`config.mk`:
```
export PLATFORM = sky130hd
export DESIGN_NAME = pcd_top
export DESIGN_NICKNAME = d
export VERILOG_FILES = /design/src/common/pcd_pkg.sv /design/src/core/pcd_top.sv
export SDC_FILE = /design/constraint.sdc
export NUM_CORES = 1
export LEC_CHECK = 0
export ABC_AREA = 1
export BUFFER_PORTS_ARGS = -buffer_cell sky130_fd_sc_hd__buf_2
export CAP_MARGIN = 20
export CORE_MARGIN = 2
export CORE_UTILIZATION = 42
export DETAILED_ROUTE_END_ITERATION = 6
export PLACE_DENSITY = 0.61
export SYNTH_ARGS = -nofsm -noshare
export SYNTH_HDL_FRONTEND = slang
export SYNTH_SLANG_ARGS = --single-unit
export TNS_END_PERCENT = 10
```
`constraint.sdc`:
```
create_clock -name pclk -period 1.4 [get_ports pclk]
set_input_delay 0.28 -clock pclk [delete_from_list [all_inputs] [get_ports pclk]]
set_output_delay 0.28 -clock pclk [all_outputs]
set_load 0.05 [all_outputs]
```
`src/common/pcd_pkg.sv`:
```
// shared constants for the pin change edge detector
package pcd_pkg;

  // geometry: three ports of eight pins
  localparam int PORTS = 3;
  localparam int PINS  = 8;

  // apb byte addresses, one aligned word per register
  localparam logic [7:0] ADDR_PORTA_RISE  = 8'h00;
  localparam logic [7:0] ADDR_PORTA_FALL  = 8'h04;
  localparam logic [7:0] ADDR_PORTA_FLAGS = 8'h08;
  localparam logic [7:0] ADDR_PORTB_RISE  = 8'h0C;
  localparam logic [7:0] ADDR_PORTB_FALL  = 8'h10;
  localparam logic [7:0] ADDR_PORTB_FLAGS = 8'h14;
  localparam logic [7:0] ADDR_PORTC_RISE  = 8'h18;
  localparam logic [7:0] ADDR_PORTC_FALL  = 8'h1C;
  localparam logic [7:0] ADDR_PORTC_FLAGS = 8'h20;
  localparam logic [7:0] ADDR_CONTROL     = 8'h24;
  localparam logic [7:0] ADDR_AGGREGATE   = 8'h28;
  localparam logic [7:0] ADDR_EVT_STATUS  = 8'h2C;
  localparam logic [7:0] ADDR_EVT_MASK    = 8'h30;

  // per-port address tables, index 0 is port a
  localparam logic [2:0][7:0] ADDR_RISE  = {ADDR_PORTC_RISE, ADDR_PORTB_RISE, ADDR_PORTA_RISE};
  localparam logic [2:0][7:0] ADDR_FALL  = {ADDR_PORTC_FALL, ADDR_PORTB_FALL, ADDR_PORTA_FALL};
  localparam logic [2:0][7:0] ADDR_FLAGS = {ADDR_PORTC_FLAGS, ADDR_PORTB_FLAGS,
                                            ADDR_PORTA_FLAGS};

  // field positions
  localparam int CTRL_MASTER_BIT = 0;  // change_master_irq_enable
  localparam int AGG_FLAG_BIT    = 0;  // change_aggregate_flag

  // reset values
  localparam logic [7:0] ENABLE_RST = 8'h00;
  localparam logic [7:0] FLAGS_RST  = 8'h00;
  localparam logic       MASTER_RST = 1'b0;
  localparam logic [2:0] EVT_RST    = 3'h0;
  localparam logic [2:0] MASK_RST   = 3'h0;

  // timing: synchroniser depth in pclk cycles
  localparam int SYNC_STAGES = 2;

endpackage

```
`src/core/pcd_top.sv`:
```
// Behaviour
// - master enable lets change interrupt wake core
// - sleep edges land in flags before wake
// - port a rise enable arms rising detection
// - port a fall enable arms falling detection
// - port a flag set on enabled edge
// - flag reads zero, software write zero clears
// - port b rise enable arms rising detection
// - port b fall enable arms falling detection
// - port b flag set on enabled edge
// - port c rise enable arms rising detection
// - port c fall enable arms falling detection
// - enable registers read/write, reset to zero
// - flag registers read/write/hardware set, reset zero
// - master off still flags, no interrupt
// - aggregate flag is or of all flags
// - edge during flag write leaves flag set
// - port c flag set on enabled edge
`timescale 1ns/10ps
module pcd_top (
  input  wire logic        pclk,       // system clock, 10 MHz
  input  wire logic        presetn,    // asynchronous reset, active low
  input  wire logic        psel,       // apb select
  input  wire logic        penable,    // apb access phase
  input  wire logic        pwrite,     // apb direction, high for write
  input  wire logic [7:0]  paddr,      // apb byte address
  input  wire logic [31:0] pwdata,     // apb write data
  output logic      [31:0] prdata,     // apb read data, from flops
  output logic             pready,     // apb ready
  output logic             pslverr,    // apb error on unmapped address
  input  wire logic [7:0]  porta_pin,  // asynchronous port a pins
  input  wire logic [7:0]  portb_pin,  // asynchronous port b pins
  input  wire logic [7:0]  portc_pin,  // asynchronous port c pins
  input  wire logic        sleep_mode, // core is asleep, same clock domain
  output logic             change_irq, // change interrupt to the core
  output logic             wake_req,   // wake request while asleep
  output logic             irq         // masked sticky event interrupt
);

  // raw pins gathered per port, index 0 is port a
  logic [2:0][7:0] pin_raw;
  // first synchroniser stage, read only by the second
  logic [2:0][7:0] sync_meta;
  // second synchroniser stage, the clean sample
  logic [2:0][7:0] sync_pin;
  // previous clean sample for edge comparison
  logic [2:0][7:0] prev_pin;
  // per-pin detected edges
  logic [2:0][7:0] rise_det;
  logic [2:0][7:0] fall_det;
  // per-pin enabled change this cycle
  logic [2:0][7:0] change_hit;
  // software-visible registers
  logic [2:0][7:0] rise_enable;
  logic [2:0][7:0] fall_enable;
  logic [2:0][7:0] change_flags;
  logic            master_en;     // change_master_irq_enable
  logic            aggregate;     // change_aggregate_flag
  logic [2:0]      evt_status;    // sticky per-port event bits
  logic [2:0]      evt_mask;      // mask of the same layout
  // bus decode
  logic            wr_access;     // write completes this edge
  logic            rd_access;     // read completes this edge
  logic            rd_setup;      // setup phase of a read
  logic            addr_mapped;   // address hits a register
  logic [31:0]     next_prdata;   // read data to be latched
  logic [2:0]      hit_rise;
  logic [2:0]      hit_fall;
  logic [2:0]      hit_flags;

  assign pin_raw = {portc_pin, portb_pin, porta_pin};

  // pins come from outside the clock domain
  // two flop synchroniser
  always_ff @(posedge pclk or negedge presetn) begin
    if (!presetn) begin
      sync_meta <= '0;
      sync_pin  <= '0;
    end else begin
      sync_meta <= pin_raw;
      sync_pin  <= sync_meta;
    end
  end

  // keep one older clean sample so each transition is seen once
  // consecutive sample compare
  always_ff @(posedge pclk or negedge presetn) begin
    if (!presetn) begin
      prev_pin <= '0;
    end else begin
      prev_pin <= sync_pin;
    end
  end

  // the edge compare needs two valid samples; until both stages and the
  // previous sample have refilled, a pin already high at reset release
  // would look like a rising edge, so edges stay masked meanwhile
  logic [2:0] sample_fill;  // one bit per stage refilled since reset
  logic       edge_armed;   // clean and previous samples both valid

  always_ff @(posedge pclk or negedge presetn) begin
    if (!presetn) begin
      sample_fill <= 3'h0;
    end else begin
      sample_fill <= {sample_fill[1:0], 1'b1};
    end
  end

  assign edge_armed = sample_fill[2];

  // apb: zero wait states, so every access ends in one cycle
  assign pready    = 1'b1;
  assign wr_access = psel & penable & pwrite;
  assign rd_access = psel & penable & ~pwrite;
  assign rd_setup  = psel & ~penable & ~pwrite;

  // per-port work: decode, enables, edge qualifying, flags
  genvar p;
  generate
    for (p = 0; p < pcd_pkg::PORTS; p++) begin : g_port
      // address hits for this port's three registers
      assign hit_rise[p]  = (paddr == pcd_pkg::ADDR_RISE[p]);
      assign hit_fall[p]  = (paddr == pcd_pkg::ADDR_FALL[p]);
      assign hit_flags[p] = (paddr == pcd_pkg::ADDR_FLAGS[p]);

      // edges from the clean sample against the one before
      assign rise_det[p] = sync_pin[p] & ~prev_pin[p] & {8{edge_armed}};
      assign fall_det[p] = ~sync_pin[p] & prev_pin[p] & {8{edge_armed}};

      assign change_hit[p] = (rise_det[p] & rise_enable[p]) |
                             (fall_det[p] & fall_enable[p]);

      // enable registers, plain read/write
      // enables reset to zero
      always_ff @(posedge pclk or negedge presetn) begin
        if (!presetn) begin
          rise_enable[p] <= pcd_pkg::ENABLE_RST;
          fall_enable[p] <= pcd_pkg::ENABLE_RST;
        end else if (wr_access) begin
          if (hit_rise[p]) begin
            rise_enable[p] <= pwdata[7:0];
          end
          if (hit_fall[p]) begin
            fall_enable[p] <= pwdata[7:0];
          end
        end
      end

      // flags: written value, then hardware sets on top, so a set
      // landing in the same cycle as a clearing write is never lost
      // flag set on enabled edge
      always_ff @(posedge pclk or negedge presetn) begin
        if (!presetn) begin
          change_flags[p] <= pcd_pkg::FLAGS_RST;
        end else if (wr_access && hit_flags[p]) begin
          change_flags[p] <= pwdata[7:0] | change_hit[p];
        end else begin
          change_flags[p] <= change_flags[p] | change_hit[p];
        end
      end

    end
  endgenerate

  // control register: master enable
  always_ff @(posedge pclk or negedge presetn) begin
    if (!presetn) begin
      master_en <= pcd_pkg::MASTER_RST;
    end else if (wr_access && paddr == pcd_pkg::ADDR_CONTROL) begin
      master_en <= pwdata[pcd_pkg::CTRL_MASTER_BIT];
    end
  end

  // event mask register
  always_ff @(posedge pclk or negedge presetn) begin
    if (!presetn) begin
      evt_mask <= pcd_pkg::MASK_RST;
    end else if (wr_access && paddr == pcd_pkg::ADDR_EVT_MASK) begin
      evt_mask <= pwdata[2:0];
    end
  end

  // sticky per-port event bits; a read clears only the bits that it
  // returned, so an event landing on the setup edge is not lost, and
  // an event in the same cycle as the clearing read survives
  always_ff @(posedge pclk or negedge presetn) begin
    if (!presetn) begin
      evt_status <= pcd_pkg::EVT_RST;
    end else begin
      for (int i = 0; i < pcd_pkg::PORTS; i++) begin
        if (change_hit[i] != 8'h00) begin
          evt_status[i] <= 1'b1;
        end else if (rd_access && paddr == pcd_pkg::ADDR_EVT_STATUS && prdata[i]) begin
          evt_status[i] <= 1'b0;
        end
      end
    end
  end

  assign aggregate = |change_flags;

  // detection runs regardless; only the interrupt is gated
  // master gates interrupt only
  assign change_irq = master_en & aggregate;

  // flags are flops, so by the time wake is seen they already hold
  // every sleeping edge; the core cannot run before that
  // flags precede wake
  assign wake_req = sleep_mode & change_irq;

  // masked sticky events, also held off by the master enable
  // no irq when master off
  assign irq = master_en & |(evt_status & evt_mask);

  // read mux and map check
  always_comb begin
    next_prdata = 32'h0000_0000;
    addr_mapped = 1'b1;
    case (paddr)
      pcd_pkg::ADDR_PORTA_RISE:  next_prdata[7:0] = rise_enable[0];
      pcd_pkg::ADDR_PORTA_FALL:  next_prdata[7:0] = fall_enable[0];
      pcd_pkg::ADDR_PORTA_FLAGS: next_prdata[7:0] = change_flags[0];
      pcd_pkg::ADDR_PORTB_RISE:  next_prdata[7:0] = rise_enable[1];
      pcd_pkg::ADDR_PORTB_FALL:  next_prdata[7:0] = fall_enable[1];
      pcd_pkg::ADDR_PORTB_FLAGS: next_prdata[7:0] = change_flags[1];
      pcd_pkg::ADDR_PORTC_RISE:  next_prdata[7:0] = rise_enable[2];
      pcd_pkg::ADDR_PORTC_FALL:  next_prdata[7:0] = fall_enable[2];
      pcd_pkg::ADDR_PORTC_FLAGS: next_prdata[7:0] = change_flags[2];
      pcd_pkg::ADDR_CONTROL:     next_prdata[pcd_pkg::CTRL_MASTER_BIT] = master_en;
      pcd_pkg::ADDR_AGGREGATE:   next_prdata[pcd_pkg::AGG_FLAG_BIT] = aggregate;
      pcd_pkg::ADDR_EVT_STATUS:  next_prdata[2:0] = evt_status;
      pcd_pkg::ADDR_EVT_MASK:    next_prdata[2:0] = evt_mask;
      // unmapped: reads zero, flagged as error
      default:                   addr_mapped = 1'b0;
    endcase
  end

  // read data latched in setup so it stands in the access phase;
  // costs one flop bank but keeps prdata glitch free
  always_ff @(posedge pclk or negedge presetn) begin
    if (!presetn) begin
      prdata <= 32'h0000_0000;
    end else if (rd_setup) begin
      prdata <= next_prdata;
    end
  end

  // error only in the access phase of an unmapped access
  assign pslverr = psel & penable & ~addr_mapped;
endmodule // pcd_top

```
==> results of run 1 <==
==> area by class of cell <==
cell class | instances | area [um2]
Tap cell | 220 | 275
Sequential cell | 162 | 4050
Clock buffer | 20 | 457
Multi-Input combinational cell | 528 | 2820
Clock inverter | 11 | 154
Timing Repair Buffer | 150 | 1240
Inverter | 64 | 248
Fill cell | 1523 | 7450
==> cells in the final DEF, fill, tap and decap left out, types with 17 or more instances in the layout <==
cell type and n:
clkbuf_16 17, inv_1 51, dfrtp_1 162, nand3_1 34, o21ai_1 37, nand2_1 193
buf_2 46, o21ai_0 31, nor2_1 66, dlygate4sd3_1 25, a21oi_1 20, conb_1 26
buf_4 59
==> Yosys cell counts (all sizes together) <==
library cell | instances | share of area [%]
a21oi | 20 | 1.4
clkbuf | 4 | 0.21
nor2 | 89 | 6.8
o21ai | 80 | 6.1
nand2 | 215 | 12
nand4 | 12 | 1.0
nor3 | 8 | 0.62
o211ai | 16 | 2.4
buf | 33 | 3.6
conb | 2 | 0.10
o2111ai | 4 | 0.66
nor4 | 1 | 0.17
nand3 | 40 | 3.4
dfrtp | 162 | 56
and3 | 1 | 0.087
nand3b | 16 | 1.7
inv | 64 | 3.4
==> critical path, stage by stage, from the launching register on <==
cell and delay, ps:
dfrtp_1 380, nor2_2 130, nand2_1 90, nor2_2 110, nand3_2 130, nand2_2 120
inv_2 40, buf_6 140
==> stage by stage <==
step / power (uW) / cells / worst slack, ps / setup TNS [ps] / instance area, um2
finish: 10600 / 1155 / -463 / -1340 / 9250
global route: 10900 / 1155 / -539 / -1640 / 9250
CTS: 10600 / 1155 / -469 / -1380 / 9220
detailed placement: 5770 / 1099 / -406 / -18520 / 8300
global placement: 5770 / 1099 / -377 / -18060 / 8300
floorplan: 5440 / 791 / -166 / -166 / 7350
==> cell families (layout without fill, tap and decap cells) <==
logic type,count (synthesis),count (layout),share of synthesized area (%)
simple gates,382,382,26.2
flops,162,162,56.0
compound gates,120,120,10.5
buf+inv,101,245,7.21
other cells,2,26,0.104
==> power groups by stage <==
stage	Clock (uW)	Combinational, uW	Sequential, uW
global route	5090	916	4930
CTS	4880	839	4910
floorplan	0	452	4990
detailed placement	0	776	5000
finish	4800	837	4910
global placement	0	772	4990
==> state kept, by name (all words and copies together) (netlist names) <==
name and flops:
fall_enable 24, sample_fill 3, prdata 8, rise_enable 24, sync_pin 24, change_flags 24
evt_mask 3, evt_status 3, prev_pin 24, master_en 1, sync_meta 24
==> per-layer routing <==
| layer | track usage (%) | vias to the layer above | part of all wire, % |
|---|---|---|---|
| li1 | - | 2758 | - |
| met1 | 27.7 | 2677 | 45 |
| met2 | 36.9 | 118 | 50 |
| met3 | 4.45 | 27 | 3.8 |
| met4 | 7.64 | 0 | 1.8 |
| met5 | 0 | - | 0 |
==> how the worst max path moves through the flow <==
| stage | start | endpoint | slack [ps] | cells past startpoint |
|---|---|---|---|---|
| after global routing | change_flags[10] | change_irq | -540 | 7 |
| after floorplan | paddr[6] | pslverr | -170 | 6 |
| after detailed placement | paddr[2] | pslverr | -410 | 8 |
| final | change_flags[10] | change_irq | -460 | 7 |
| after global placement | paddr[2] | pslverr | -380 | 8 |
| after CTS | change_flags[10] | change_irq | -470 | 7 |
==> what timing repair did <==
action                                  CTS  global route
endpoints found under the setup margin    6            11
resized for setup                        18            12
pin swaps                                10             5
setup buffers                             0             0
endpoints found under the hold margin    48             0
hold buffers                             25             0
==> impl_metrics.json, run 1 <==
{
  "crit_fanout": 2,
  "pwr-share-clk_pct": 45.5,
  "max_freq_mhz": 537,
  "synth_area_um2": 7230,
  "p_sw_uw": 2550,
  "core_um2": 16700,
  "internal-power_uw": 8000,
  "drt-total-wl_um": 18500,
  "swShare_pct": 24.2,
  "fin_hold_ws_ps": 98.3,
  "grt_use_total_pct": 21.7,
  "fin_util_pct": 55.4,
  "finalHoldViolCount": 0,
  "maxCapViolations": 0,
  "dieArea_um2": 18300,
  "combinationalPowerShare_pct": 7.9,
  "start_util_pct": 43.3,
  "cts_tree": "yes",
  "rsz0062_at_grt": "true",
  "holdPathEnd": "change_flags[4]",
  "violations": "setup timing",
  "cp-start-kind": "register",
  "netlist_instances": 767,
  "critPathArrivalTime_ps": 1580,
  "num_rows": 47,
  "yosysWarnings": 0,
  "cts_root_buf": "clkbuf_16",
  "drc": 0,
  "r2r-end": "prdata[0]",
  "outcome": "finished, violations left",
  "syn_area_per_cell_um2": 9.43,
  "detail_route.iter0.violations": 307,
  "crit_required_ps": 1120,
  "die_h_um": 135,
  "dr.pass1.iters": 4,
  "grt.overflow.total": 0,
  "cts_buffers": 17,
  "min_path_type": "in -> reg",
  "hold_start": "pwdata[4]",
  "rr_worst_depth": 8,
  "reg2reg_slack_ps": 80,
  "finalCriticalPeriod_ps": 1860,
  "fp.dieW_um": 135,
  "synth_cell_types": 34,
  "area_growth_pct": 27.9,
  "insertion_delay_ps": 440,
  "drt.antenna.violating_nets": 0,
  "rr_startpoint": "change_flags[10]",
  "grt_pass1_vias": 5566,
  "place_congestion": 0.886,
  "clkTransAtPathRegs_ps": 60,
  "vias": 5580,
  "synth-seq-cells": 162,
  "skew_ps": 7.22,
  "seq_area_frac_synth_pct": 56.0,
  "cts_buffer_depth": 2,
  "grt_pass1_wl_um": 29400,
  "ir_drop_mv": 0.876,
  "p_leak_uw": 0.00450,
  "power_frac_seq_pct": 46.5,
  "htree_levels": 4,
  "finalNetCount": 993,
  "slew_violations": 0,
  "setup_viol": 4,
  "drive_above_1_share_pct": 26.7,
  "worst_slack_ps": -463,
  "antenna_found_initial": 0,
  "grt_max_degree": 38,
  "diodes": 0,
  "finalCritPeriodShare_pct": 133,
  "viasPerCell": 4.83,
  "power.density_nw_per_um2": 1140,
  "dp_hpwl_um": 13600,
  "io_pins": 107,
  "critPathCaptureType": "primary output",
  "cts.sinks": 162,
  "crit_type": "reg -> out",
  "whs_path_depth": 3,
  "io_buffer_count": 57,
  "wl_per_cell_um": 16.0
}
Power figures use the tool's default switching activity.
==> inputs of run 2 (changes only) <==
--- a/config.mk
+++ b/config.mk
@@ -11,6 +11,7 @@
 export CORE_MARGIN = 2
 export CORE_UTILIZATION = 42
 export DETAILED_ROUTE_END_ITERATION = 6
+export MAX_ROUTING_LAYER = met4
 export PLACE_DENSITY = 0.61
 export SYNTH_ARGS = -nofsm -noshare
 export SYNTH_HDL_FRONTEND = slang
==> run 2 against run 1 <==
Against the previous run:
- the run still ends with setup timing left
- clock skew about the same
- wire length decreased by 0.34%
- combinational power decreased by 2%
- core utilization decreased by 0.37 points
- largest power group unchanged
- flip-flop and latch count unchanged
- critical path depth unchanged
- sequential power about the same
- die area unchanged
- clock power decreased by 3%
- critical endpoint is now wake_req
- global-route usage increased by 0.87 points
- first-iteration DRC count increased by 28%
- fmax increased by 0.53%
==> impl_metrics.json, run 2 (synthesis gave the netlist of run 1 again) <==
{
  "outcome": "finished, violations left",
  "violations": "setup timing",
  "dieArea_um2": 18300,
  "cts.sinks": 162,
  "io_buffer_count": 57,
  "fin_hold_ws_ps": 116,
  "finalCritPeriodShare_pct": 132,
  "min_path_type": "in -> reg",
  "ir_drop_mv": 0.879,
  "die_h_um": 135,
  "power.density_nw_per_um2": 1130,
  "io_pins": 107,
  "drc": 0,
  "clkTransAtPathRegs_ps": 60,
  "diodes": 0,
  "cp-start-kind": "register",
  "start_util_pct": 43.3,
  "finalNetCount": 986,
  "design_area_um2": 9190,
  "detail_route.iter0.violations": 392,
  "finalHoldViolCount": 0,
  "layout_common_cells": "nand2_1, dfrtp_1, nor2_1",
  "drt.antenna.violating_nets": 0,
  "path_cells": "nor2_1, nand2_1, nor2_2, nand3_2, nand2_2, nor2_2, buf_6",
  "skew_ps": 6.97,
  "core_um2": 16700,
  "cts_root_buf": "clkbuf_16",
  "area_growth_pct": 27.0,
  "dpl_cell_area_um2": 8240,
  "crit_fanout": 2,
  "dp_hpwl_um": 13600,
  "setup_tns_ps": -1300,
  "insertion_delay_ps": 430,
  "antenna_found_initial": 0,
  "p_leak_uw": 0.00448,
  "rsz0062_at_grt": "true",
  "critPathArrivalTime_ps": 1570,
  "wl_per_cell_um": 16.0,
  "grt_pass1_wl_um": 30000,
  "num_rows": 47,
  "grt_max_degree": 53,
  "drive_above_1_share_pct": 26.2,
  "finalCriticalPeriod_ps": 1850,
  "crit_top_cell": "nor2_2",
  "setup_viol": 4,
  "maxCapViolations": 0,
  "grt.overflow.total": 0,
  "critPathCaptureType": "primary output",
  "slowest_stage": "dfrtp_1",
  "max_freq_mhz": 540,
  "grt_use_total_pct": 22.6,
  "fin_util_pct": 55.0,
  "dr.pass1.iters": 5,
  "fp.dieW_um": 135,
  "final_common_cell": "nand2_1",
  "max_stage_delay_ps": 400,
  "cts_buffer_depth": 2,
  "worst_slack_ps": -453,
  "final-instance-count-excl-fill": 1149,
  "place_congestion": 0.891,
  "cts_tree": "yes",
  "vias": 5543,
  "crit_type": "reg -> out",
  "slew_violations": 0,
  "cts_buffers": 17,
  "grt_pass1_vias": 5663,
  "htree_levels": 4,
  "drt-total-wl_um": 18400,
  "viasPerCell": 4.82,
  "dp.cells": 1090,
  "crit_required_ps": 1120
}
## run 2: changes by cell type in the layout (fill, tap and decap cells not counted), sizes merged
cell | before | now
buf | 122 | 117
bufinv | 3 | 2
clkinv | 2 | 6
clkinvlp | 5 | 2
inv | 65 | 64
## run 2: final timing paths
path | slack [ps] | depth (start not counted) | startpoint | endpoint
setup / recovery | -450 | 7 | change_flags[9] | wake_req
hold / removal | 120 | 3 | pwdata[4] | change_flags[4]
setup reg to reg | 60 | 8 | change_flags[9] | prdata[0]
hold reg to reg | 340 | 0 | sync_meta[14] | sync_pin[14]
max in group asynchronous | 560 | 3 | presetn | sync_meta[14]
min in group asynchronous | 280 | 2 | presetn | sync_meta[4]
## run 2: power breakdown
part           leakage (uW)  internal (uW)  switching [uW]  total (uW)
clock network      0.000287           2780            1880        4660
logic               0.00223            266             556         822
registers           0.00196           4830            82.4        4910
total               0.00448           7880            2520       10400
## run 2: worst max-delay path, delay by kind of cell, from the launching register on
family | cells | cell delay, ps
buffers and inverters | 1 | 140
DFF | 1 | 400
and+or+nand+nor | 6 | 610
## run 2: timing repair
action | in CTS | in global routing
setup buffers | 0 | 2
setup endpoints to repair | 6 | 8
endpoints found under the hold margin | 47 | 0
resized for setup | 17 | 11
pin swaps | 10 | 4
hold buffers | 25 | 0
## run 2: area by class of cell
cell class / count / area (um2)
Clock buffer: 22 / 474
Clock inverter: 10 / 128
Fill cell: 1509 / 7510
Inverter: 64 / 248
Multi-Input combinational cell: 528 / 2820
Sequential cell: 162 / 4050
Tap cell: 220 / 275
Timing Repair Buffer: 143 / 1190
## run 2: per-stage QoR
step | setup slack, ps | power [uW]
after floorplan | -166 | 5440
after global placement | -400 | 5750
after detailed placement | -406 | 5760
after CTS | -453 | 10500
after global routing | -521 | 10800
final | -453 | 10400
## run 2: routing by layer
metal,vias to the layer above,share of wire [%],wire (um),track usage [%]
met5,-,0,0,-
met4,0,3.3,601,9.95
met3,37,3.9,714,3.85
met2,139,49,8950,35.8
met1,2616,44,8150,28.7
li1,2751,-,-,-
